## config.mk

```make
export PLATFORM = sky130hd
export DESIGN_NAME = codec_control_regs
export DESIGN_NICKNAME = d
export VERILOG_FILES = /design/src/core/codec_ctrl_pkg.sv /design/src/core/sync_two_flop.sv /design/src/core/sticky_flag.sv /design/src/core/codec_control_regs.sv
export SDC_FILE = /design/constraint.sdc
export NUM_CORES = 1
export LEC_CHECK = 0
export BUFFER_PORTS_ARGS = -buffer_cell sky130_fd_sc_hd__buf_4
export CORE_ASPECT_RATIO = 0.8
export CORE_MARGIN = 4
export CORE_UTILIZATION = 30
export DETAILED_ROUTE_END_ITERATION = 6
export SYNTH_ARGS = -nofsm -noshare
export SYNTH_HDL_FRONTEND = slang
export SYNTH_SLANG_ARGS = --single-unit
```

## constraint.sdc

```tcl
create_clock -name clk -period 3.1 [get_ports clk]
set_input_delay 0.155 -clock clk [delete_from_list [all_inputs] [get_ports clk]]
set_output_delay 0.155 -clock clk [all_outputs]
set_load 0.02 [all_outputs]
```

## src/core/codec_ctrl_pkg.sv

```systemverilog
// Constants, field layouts and carrier types for the codec control
// registers one to three. Shared by the register bank and the testbench.
package codec_ctrl_pkg;

    // Register addresses carried in the control word
    localparam logic [2:0] REG_CTRL1 = 3'h1;
    localparam logic [2:0] REG_CTRL2 = 3'h2;
    localparam logic [2:0] REG_CTRL3 = 3'h3;

    // Control register one field positions
    localparam int C1_ADC_OVF   = 7;
    localparam int C1_CONT      = 6;
    localparam int C1_IIR       = 5;
    localparam int C1_DAC_OVF   = 4;
    localparam int C1_BIAS      = 3;
    localparam int C1_ALB       = 2;
    localparam int C1_DLB       = 1;
    localparam int C1_DAC_FULL_WIDTH_FORMAT     = 0;

    // Control register two field positions
    localparam int C2_TURBO     = 7;
    localparam int C2_BYPASS    = 6;
    localparam int C2_ADDR_HI   = 5;
    localparam int C2_ADDR_LO   = 3;
    localparam int C2_GPO       = 2;
    localparam int C2_HPC_HI    = 1;
    localparam int C2_HPC_LO    = 0;

    // Control register three field positions
    localparam int C3_POWER_DOWN_SELECT_HI   = 7;
    localparam int C3_POWER_DOWN_SELECT_LO   = 6;
    localparam int C3_SOFTWARE_RESET_BIT      = 5;
    localparam int C3_OSR_HI    = 4;
    localparam int C3_OSR_LO    = 3;
    localparam int C3_RATIO_HI  = 2;
    localparam int C3_RATIO_LO  = 0;

    // Reset values
    localparam logic [7:0] CTRL1_RESET = 8'h00;
    localparam logic [7:0] CTRL2_RESET = 8'h20;
    localparam logic [7:0] CTRL3_RESET = 8'h01;

    // Host-port configurations
    localparam logic [1:0] HPC_I2C     = 2'h0;
    localparam logic [1:0] HPC_ALT     = 2'h1;
    localparam logic [1:0] HPC_GPO     = 2'h2;
    localparam logic [1:0] HPC_FLAG    = 2'h3;

    // Power-down codes
    localparam logic [1:0] POWER_DOWN_SELECT_NONE   = 2'h0;
    localparam logic [1:0] POWER_DOWN_SELECT_ADC    = 2'h1;
    localparam logic [1:0] POWER_DOWN_SELECT_DAC    = 2'h2;
    localparam logic [1:0] POWER_DOWN_SELECT_ALL    = 2'h3;

    // Oversampling ratios
    localparam logic [9:0] OSR_512     = 10'h200;
    localparam logic [9:0] OSR_256     = 10'h100;
    localparam logic [9:0] OSR_128     = 10'h080;
    localparam logic [3:0] RATIO_EIGHT = 4'h8;

    // Software reset delay, in master clocks after the frame sync fall
    localparam int         SWRESET_DELAY_MCLK = 6;

    // Control-frame word: address, read flag, broadcast, fill, data
    typedef struct packed {
        logic [2:0] addr;
        logic       read;
        logic       broadcast;
        logic [2:0] fill;
        logic [7:0] data;
    } cmd_type;

    // Decoded controls presented to the codec core
    typedef struct packed {
        logic       continuousMode;
        logic       iirSelect;
        logic       biasLevelSelect;
        logic       analogLoopbackEnable;
        logic       digitalLoopbackEnable;
        logic       dacFullWidthFormat;
        logic       turboMode;
        logic       filterBypass;
        logic       alternateTwoWireProtocol;
        logic       adcPowerDown;
        logic       dacPowerDown;
        logic [9:0] oversampleRatio;
        logic [3:0] sampleRateRatio;
    } ctrl_out_type;

endpackage : codec_ctrl_pkg

```

## src/core/sync_two_flop.sv

```systemverilog
// Two-flop synchroniser for a level arriving from outside the clock.
// Assumes the input changes slowly compared with clk.
`timescale 1ns/1ns
`default_nettype none
module sync_two_flop (
    input  wire logic clk,
    input  wire logic nrst,
    input  wire logic ce,
    input  wire logic asyncIn,
    output var  logic syncOut
);
    logic firstStage;

    always_ff @(posedge clk or negedge nrst) begin
        if (!nrst) begin
            firstStage <= 1'b0;
            syncOut    <= 1'b0;
        end else if (ce) begin
            firstStage <= asyncIn;
            syncOut    <= firstStage;
        end
    end
endmodule : sync_two_flop
`default_nettype wire

```

## src/core/sticky_flag.sv

```systemverilog
// Sticky event flag: set by hardware, cleared by a read or reset.
// A set in the same cycle as a clear wins, so no event is lost.
`timescale 1ns/1ns
`default_nettype none
module sticky_flag (
    input  wire logic clk,
    input  wire logic nrst,
    input  wire logic ce,
    input  wire logic set,
    input  wire logic clear,
    output var  logic flag
);
    always_ff @(posedge clk or negedge nrst) begin
        if (!nrst) begin
            flag <= 1'b0;
        end else if (ce) begin
            flag <= set | (flag & ~clear);
        end
    end
endmodule : sticky_flag
`default_nettype wire

```

## src/core/codec_control_regs.sv

```systemverilog
// Control registers one to three of the voice codec, with the decoding
// of their fields. Commands arrive as decoded control-frame words from
// the serial port logic on the same clock; clk is the master clock.
`timescale 1ns/1ns
`default_nettype none
//
// Operation
// Read-only ADC overflow flag in register one D7
// D6 selects programming or continuous transfer
// D5 selects FIR or IIR filter
// Read-only DAC overflow flag in D4
// D3 drives the bias level select
// D2 enables analog loopback
// D1 enables digital loopback
// D0 sets DAC word width, continuous only
// Set DAC LSB leaves continuous mode; here only in 15+1 format, D0 clear
// Register two D7 selects bit clock mode
// D6 bypasses both decimation and interpolation filters
// D5-D3 give host address top bits
// D2 drives data pin when configuration 10
// D1-D0 configure the two-wire pins
// Register three D7-D6 decode power-down
// Writing D5 triggers a software reset
// D4-D3 choose DAC oversampling ratio
// D2-D0 give frame to sample ratio
// Writes apply next frame sync; reset delayed
// Control word: address, read flag, data byte
// Writes to overflow flags are ignored
module codec_control_regs (
    input  wire logic                         clk,
    input  wire logic                         nrst,
    input  wire logic                         ce,
    input  wire logic                         frameSyncPin,
    input  wire logic                         cmdValid,
    input  wire codec_ctrl_pkg::cmd_type      cmd,
    input  wire logic [3:0]                   cascadeAddr,
    input  wire logic                         adcOverflow,
    input  wire logic                         dacOverflow,
    input  wire logic                         dacWordValid,
    input  wire logic [15:0]                  dacWord,
    input  wire logic                         sclPin,
    input  wire logic                         controlFrameFlag,
    output var  logic                         readValid,
    output var  logic [7:0]                   readData,
    output var  codec_ctrl_pkg::ctrl_out_type ctrl,
    output var  logic [6:0]                   hostAddress,
    output var  logic                         sdaOut,
    output var  logic                         sdaOe_n,
    output var  logic                         sclToDout,
    output var  logic                         routeSclToDout,
    output var  logic                         softReset
);
    import codec_ctrl_pkg::*;

    // ------------------------------------------------------------
    // Pin synchronisation and frame sync edges
    // ------------------------------------------------------------
    logic frameSync;
    logic frameSyncLast;
    logic sclSync;
    wire  fsRise = frameSync & ~frameSyncLast;
    wire  fsFall = ~frameSync & frameSyncLast;

    sync_two_flop fsSync (
        .clk     (clk),
        .nrst    (nrst),
        .ce      (ce),
        .asyncIn (frameSyncPin),
        .syncOut (frameSync)
    );

    sync_two_flop sclSyncer (
        .clk     (clk),
        .nrst    (nrst),
        .ce      (ce),
        .asyncIn (sclPin),
        .syncOut (sclSync)
    );

    always_ff @(posedge clk or negedge nrst) begin
        if (!nrst) begin
            frameSyncLast <= 1'b0;
        end else if (ce) begin
            frameSyncLast <= frameSync;
        end
    end

    // ------------------------------------------------------------
    // Command decode
    // ------------------------------------------------------------
    wire isRead  = cmdValid & cmd.read;
    wire isWrite = cmdValid & ~cmd.read;
    wire wr1     = isWrite & (cmd.addr == REG_CTRL1);
    wire wr2     = isWrite & (cmd.addr == REG_CTRL2);
    wire wr3     = isWrite & (cmd.addr == REG_CTRL3);
    wire rd1     = isRead & (cmd.addr == REG_CTRL1);

    // ------------------------------------------------------------
    // Staged writes, applied on the next frame sync
    // ------------------------------------------------------------
    // A write landing on the apply edge waits for the following sync,
    // so a late write never lands half way through a frame.
    logic [7:0] ctrl1;
    logic [7:0] ctrl2;
    logic [7:0] ctrl3;
    logic [7:0] pend1;
    logic [7:0] pend2;
    logic [7:0] pend3;
    logic [2:0] pendValid;
    logic       adcOvfFlag;
    logic       dacOvfFlag;

    wire apply1 = fsRise & pendValid[0];
    wire apply2 = fsRise & pendValid[1];
    wire apply3 = fsRise & pendValid[2];

    wire contExit = ctrl1[C1_CONT] & ~ctrl1[C1_DAC_FULL_WIDTH_FORMAT]
                  & dacWordValid & dacWord[0];

    typedef enum {SR_IDLE, SR_ARMED, SR_COUNT} swreset_type;
    swreset_type srState;
    swreset_type next_srState;
    logic [2:0]  srCount;
    localparam logic [2:0] SR_LAST = 3'(SWRESET_DELAY_MCLK - 1);
    wire srArm = apply3 & pend3[C3_SOFTWARE_RESET_BIT];

    always_ff @(posedge clk or negedge nrst) begin
        if (!nrst) begin
            pend1     <= CTRL1_RESET;
            pend2     <= CTRL2_RESET;
            pend3     <= CTRL3_RESET;
            pendValid <= 3'h0;
        end else if (ce) begin
            if (softReset) begin
                pendValid <= 3'h0;
            end else begin
                pendValid[0] <= wr1 | (pendValid[0] & ~fsRise);
                pendValid[1] <= wr2 | (pendValid[1] & ~fsRise);
                pendValid[2] <= wr3 | (pendValid[2] & ~fsRise);
            end
            if (wr1) begin
                pend1 <= cmd.data;
            end
            if (wr2) begin
                pend2 <= cmd.data;
            end
            if (wr3) begin
                pend3 <= cmd.data;
            end
        end
    end

    // Overflow bits are never stored from a write; only the sources
    // set them, and a read of register one clears them.
    always_ff @(posedge clk or negedge nrst) begin
        if (!nrst) begin
            ctrl1 <= CTRL1_RESET;
            ctrl2 <= CTRL2_RESET;
            ctrl3 <= CTRL3_RESET;
        end else if (ce) begin
            if (softReset) begin
                ctrl1 <= CTRL1_RESET;
                ctrl2 <= CTRL2_RESET;
                ctrl3 <= CTRL3_RESET;
            end else begin
                if (apply1) begin
                    ctrl1 <= pend1 & 8'h6f;
                end else if (contExit) begin
                    ctrl1[C1_CONT] <= 1'b0;
                end
                if (apply2) begin
                    ctrl2 <= pend2;
                end
                if (apply3) begin
                    ctrl3 <= pend3;
                end
            end
        end
    end

    sticky_flag adcOvf (
        .clk   (clk),
        .nrst  (nrst),
        .ce    (ce),
        .set   (adcOverflow),
        .clear (rd1 | softReset),
        .flag  (adcOvfFlag)
    );

    sticky_flag dacOvf (
        .clk   (clk),
        .nrst  (nrst),
        .ce    (ce),
        .set   (dacOverflow),
        .clear (rd1 | softReset),
        .flag  (dacOvfFlag)
    );

    // ------------------------------------------------------------
    // Software reset sequencer
    // ------------------------------------------------------------
    always_comb begin
        next_srState = srState;
        case (srState)
            SR_IDLE:  if (srArm) next_srState = SR_ARMED;
            SR_ARMED: if (fsFall) next_srState = SR_COUNT;
            SR_COUNT: if (srCount == SR_LAST) next_srState = SR_IDLE;
            default:  next_srState = SR_IDLE;
        endcase
    end

    always_ff @(posedge clk or negedge nrst) begin
        if (!nrst) begin
            srState <= SR_IDLE;
            srCount <= 3'h0;
        end else if (ce) begin
            srState <= next_srState;
            srCount <= (srState == SR_COUNT) ? srCount + 3'h1 : 3'h0;
        end
    end

    assign softReset = (srState == SR_COUNT) & (srCount == SR_LAST);

    // ------------------------------------------------------------
    // Read path
    // ------------------------------------------------------------
    wire [7:0] view1 = {adcOvfFlag, ctrl1[6:5], dacOvfFlag,
                        ctrl1[3:0]};
    wire [7:0] view3 = {ctrl3[7:6], srState != SR_IDLE, ctrl3[4:0]};
    wire [7:0] readMux = (cmd.addr == REG_CTRL1) ? view1 :
                         (cmd.addr == REG_CTRL2) ? ctrl2 :
                         (cmd.addr == REG_CTRL3) ? view3 : 8'h00;

    always_ff @(posedge clk or negedge nrst) begin
        if (!nrst) begin
            readValid <= 1'b0;
            readData  <= 8'h00;
        end else if (ce) begin
            readValid <= isRead;
            if (isRead) begin
                readData <= readMux;
            end
        end
    end

    // ------------------------------------------------------------
    // Field decoding
    // ------------------------------------------------------------
    wire [1:0] host_port_config  = ctrl2[C2_HPC_HI:C2_HPC_LO];
    wire [1:0] power_down_select = ctrl3[C3_POWER_DOWN_SELECT_HI:C3_POWER_DOWN_SELECT_LO];
    wire [1:0] osr  = ctrl3[C3_OSR_HI:C3_OSR_LO];
    wire [2:0] sample_rate_ratio = ctrl3[C3_RATIO_HI:C3_RATIO_LO];

    assign ctrl.continuousMode        = ctrl1[C1_CONT];
    assign ctrl.iirSelect             = ctrl1[C1_IIR];
    assign ctrl.biasLevelSelect       = ctrl1[C1_BIAS];
    assign ctrl.analogLoopbackEnable  = ctrl1[C1_ALB];
    assign ctrl.digitalLoopbackEnable = ctrl1[C1_DLB];
    assign ctrl.dacFullWidthFormat    = ctrl1[C1_CONT]
                                      & ctrl1[C1_DAC_FULL_WIDTH_FORMAT];
    assign ctrl.turboMode             = ctrl2[C2_TURBO];
    assign ctrl.filterBypass          = ctrl2[C2_BYPASS];
    assign ctrl.alternateTwoWireProtocol = (host_port_config == HPC_ALT);
    assign ctrl.adcPowerDown = (power_down_select == POWER_DOWN_SELECT_ADC)
                             | (power_down_select == POWER_DOWN_SELECT_ALL);
    assign ctrl.dacPowerDown = (power_down_select == POWER_DOWN_SELECT_DAC)
                             | (power_down_select == POWER_DOWN_SELECT_ALL);
    assign ctrl.oversampleRatio = osr[0] ? OSR_512 :
                                  osr[1] ? OSR_256 : OSR_128;
    assign ctrl.sampleRateRatio = (sample_rate_ratio == 3'h0) ? RATIO_EIGHT
                                                 : {1'b0, sample_rate_ratio};

    assign hostAddress = {ctrl2[C2_ADDR_HI:C2_ADDR_LO],
                          cascadeAddr};

    // Data pin is released in the two-wire modes; the protocol engine
    // elsewhere owns it there.
    assign sdaOut = (host_port_config == HPC_GPO)  ? ctrl2[C2_GPO] :
                    (host_port_config == HPC_FLAG) ? controlFrameFlag : 1'b1;
    assign sdaOe_n        = ~host_port_config[1];
    assign routeSclToDout = (host_port_config == HPC_GPO);
    assign sclToDout      = sclSync & routeSclToDout;

    // ------------------------------------------------------------
    // Checks
    // ------------------------------------------------------------
    a_adc_flag_set: assert property (
        @(posedge clk) disable iff (!nrst || !ce)
        adcOverflow && !softReset |=> view1[C1_ADC_OVF])
        else $error("ADC overflow not reported");
    a_dac_flag_set: assert property (
        @(posedge clk) disable iff (!nrst || !ce)
        dacOverflow && !softReset |=> view1[C1_DAC_OVF])
        else $error("DAC overflow not reported");
    a_write_on_sync: assert property (
        @(posedge clk) disable iff (!nrst || !ce)
        apply2 && !softReset |=> ctrl2 == $past(pend2))
        else $error("Staged write not applied on frame sync");
    a_write_waits: assert property (
        @(posedge clk) disable iff (!nrst || !ce)
        !fsRise && !softReset |=> $stable(ctrl2))
        else $error("Register changed between frame syncs");
    a_reset_delay: assert property (
        @(posedge clk) disable iff (!nrst || !ce)
        srState == SR_ARMED && fsFall |-> !softReset [*6] ##1 softReset)
        else $error("Software reset not six clocks after sync fall");
    a_cont_exit: assert property (
        @(posedge clk) disable iff (!nrst || !ce)
        contExit && !apply1 |=> !ctrl.continuousMode)
        else $error("Flagged DAC word did not leave continuous mode");
    a_read_answer: assert property (
        @(posedge clk) disable iff (!nrst || !ce)
        isRead && cmd.addr == REG_CTRL2
        |=> readValid && readData == $past(ctrl2))
        else $error("Register read returned wrong data");
    a_sda_general: assert property (
        @(posedge clk) disable iff (!nrst)
        host_port_config == HPC_GPO |-> !sdaOe_n && sdaOut == ctrl2[C2_GPO])
        else $error("Data pin not driven from output bit");
    a_full_power: assert property (
        @(posedge clk) disable iff (!nrst)
        power_down_select == POWER_DOWN_SELECT_ALL |-> ctrl.adcPowerDown && ctrl.dacPowerDown)
        else $error("Full power-down not decoded");
    a_ratio_eight: assert property (
        @(posedge clk) disable iff (!nrst)
        sample_rate_ratio == 3'h0 |-> ctrl.sampleRateRatio == RATIO_EIGHT)
        else $error("Ratio code zero not decoded as eight");
    a_osr_select: assert property (
        @(posedge clk) disable iff (!nrst)
        osr == 2'h2 |-> ctrl.oversampleRatio == OSR_256)
        else $error("Oversampling ratio decode wrong");

endmodule : codec_control_regs
`default_nettype wire

```

==> run metrics <==
status=completed; grt ovf=0; CTS buffer count=9; worst r2r path cells=4; Final setup viols=0; crit path buf inv count=0; Seq/Total Area, Yosys=52.2%; worst path required time=3.37 ns; largest net degree at the start of global routing=68; Mapped Avg Cell Area=11.9 um2; Die Span X=124 um; clock skew=0.00686 ns; slowest CP cell=a21oi_1; fin crit share=64.3%; Iteration-0 DRC Markers=185; Max Fclk=0.502 GHz; Mapped Cells=about 270; Worst-Margin Slew=0.863 ns; nets=354; initial antenna violation count=1; total number of yosys warnings=0; # port buffers=57; Worst EP arrival=approximately 2.3 ns; ANT nets after route=0; CP top delay family=compound AO/OA/AOI/OAI gates; Worst Path Max Fanout=12; final critical-path required period=1.99 ns; CTS sink cnt=67; CTS tree=built; Synth top cells by count=dfrtp_1 (63), buf_4 (25), mux2_2 (22); WL per Instance=17.5 um; clock-pin slew on the worst setup and hold paths=0.05 ns; hpwl dp=5530 um; Setup crit end kind=flip-flop; initial core utilization=31.1%; Final Hold Fails=0; Hold Buf Count CTS=1; Slew headroom=a little over two fifths; PnR worst setup slack=1.11 ns; total track usage=13.6%; critical path class=flip-flop to flip-flop; Placer Congestion=0.765; final wirelength=just under 8000 um; VDD IR max=0.000371 V; Post-synth EDFFs=0; count leader, synth=dfrtp_1; post-place setup slack=~1.1 ns; routed vias/inst=4.83; post-route setup TNS=0 ns; synth top area cells=dfrtp_1 (49%), mux2_2 (7.7%), buf_4 (5.8%); Core Rows=33; Yosys reg bits=67; most used flip-flop cell after synthesis=dfrtp_1; htree depth=3; ratio of cells with drive above 1 in the final layout=35.7%; total number of vias=2178; core area=10400 um2; Worst setup SP type=flip-flop; area leader, netlist=dfrtp_1; Async SR Flop Fraction=100%; chip height=around 100 um; Setup Buffers After CTS=0; Worst Hold Depth=2; global-route wire length before repair=12400 um; Clk Latency, worst-skew pair=0.33 ns; DRC=0; worst hold path type=input pin to flip-flop; Max clock buf depth=2; 1st-pass router iterations=4; PwrDens=722 nW/um2; post-synthesis cell area=~3200 um2; slowest cell delay on critical path=0.71 ns; total I/O pin count=92; synth unique cells=45; vias in the first global route=around 2200; Area growth, synth to finish=20.1%; CTS resizes=0; root buf cell=clkbuf_16; Antenna Cells=0; Max Slew Vio Count=0; critical path depth=4; leak pwr=1.86 nW; Total Die Area=12500 um2; CP cell instances=ha_1, and4b_1, a21oi_1, a22o_1; RSZ-0062 raised after global routing=no; top cell type's share of synthesized area=49.0%; total of max-cap violations=0
## registers in the layout (all words and copies together) (netlist names), 2 cells and up
signal	flops
pendValid	3
ctrl3	7
pend2	8
pend1	6
readData	8
srState	2
ctrl2	8
ctrl1	6
srCount	3
pend3	8
## worst register-to-register path: cells and delay by family, from the launching register on
kind / cells / cell delay, ns
compound gates: 2 / 0.94
fa+ha+maj: 1 / 0.23
flops: 1 / 0.41
simple gates: 1 / 0.34
## stage by stage
stage	utilization [%]	area (um2)	cells	total power, mW	hold WS, ns
6_report	37.3	3860	451	2.79	0.0589
5_1_grt	37.3	3860	451	2.95	0.0457
4_1_cts	37.3	3860	451	2.83	0.0449
3_5_place_dp	34.6	3580	434	1.87	0.310
3_3_place_gp	34.6	3580	434	1.86	0.310
2_1_floorplan	-	3240	277	1.64	-0.141
## final timing paths
check	slack [ns]	endpoint	from
setup / recovery	1.11	ctrl3[7]	srCount[0]
hold / removal	0.06	fsSync.firstStage	frameSyncPin
setup reg to reg	1.11	ctrl3[7]	srCount[0]
hold reg to reg	0.48	ctrl2[5]	pend2[5]
max in group asynchronous	2.06	srState[0]	nrst
min in group asynchronous	0.47	pend3[2]	nrst
## where the power goes
group / internal [mW] / switching [mW] / total [mW]
Combinational: 0.309 / 0.332 / 0.641
Clock: 0.582 / 0.355 / 0.937
Sequential: 1.06 / 0.155 / 1.21
Total: 1.95 / 0.841 / 2.79
## cell families after synthesis
logic type | after synthesis | share of synthesized area, %
AOI/OAI and AO/OA | 63 | 15.2
adders and majority gates | 2 | 0.777
buffers and inverters | 56 | 10.1
DFF | 67 | 52.2
muxes | 30 | 11.1
other | 1 | 0.116
and+or+nand+nor | 52 | 10.5
## cells in the final DEF, fill, tap and decap left out, types with 2 or more instances in the layout
cell type,n
o31ai_1,8
a22oi_1,3
conb_1,7
a21oi_1,13
o22ai_1,2
nand2b_1,2
and2_1,4
and4b_1,4
buf_4,57
ha_1,2
clkinv_2,2
dfstp_2,4
clkbuf_16,9
o21ai_0,2
mux2i_1,2
mux2_4,6
a211o_1,8
mux2_2,22
nor2_1,13
inv_1,16
clkbuf_1,3
a22o_1,20
dfrtp_1,63
nor2b_1,3
clkbuf_8,2
nand2_1,13
## final cells by class
type,instances,area (um2)
Clock buffer,14,264
Clock inverter,2,10.0
Fill cell,1019,6500
Inverter,16,60.1
Multi-Input combinational cell,154,1240
Sequential cell,67,1680
Tap cell,140,175
Timing Repair Buffer,58,438
## per-layer routing
| metal | up-vias | routed length [um] | global-route usage [%] |
|---|---|---|---|
| li1 | 1006 | - | - |
| met1 | 1086 | 3740 | 19.3 |
| met3 | 11 | 646 | 5.95 |
| met2 | 75 | 3440 | 18.6 |
| met4 | 0 | 68 | 3.66 |
| met5 | - | 0 | 0 |
(Power assumes the default switching activity.)
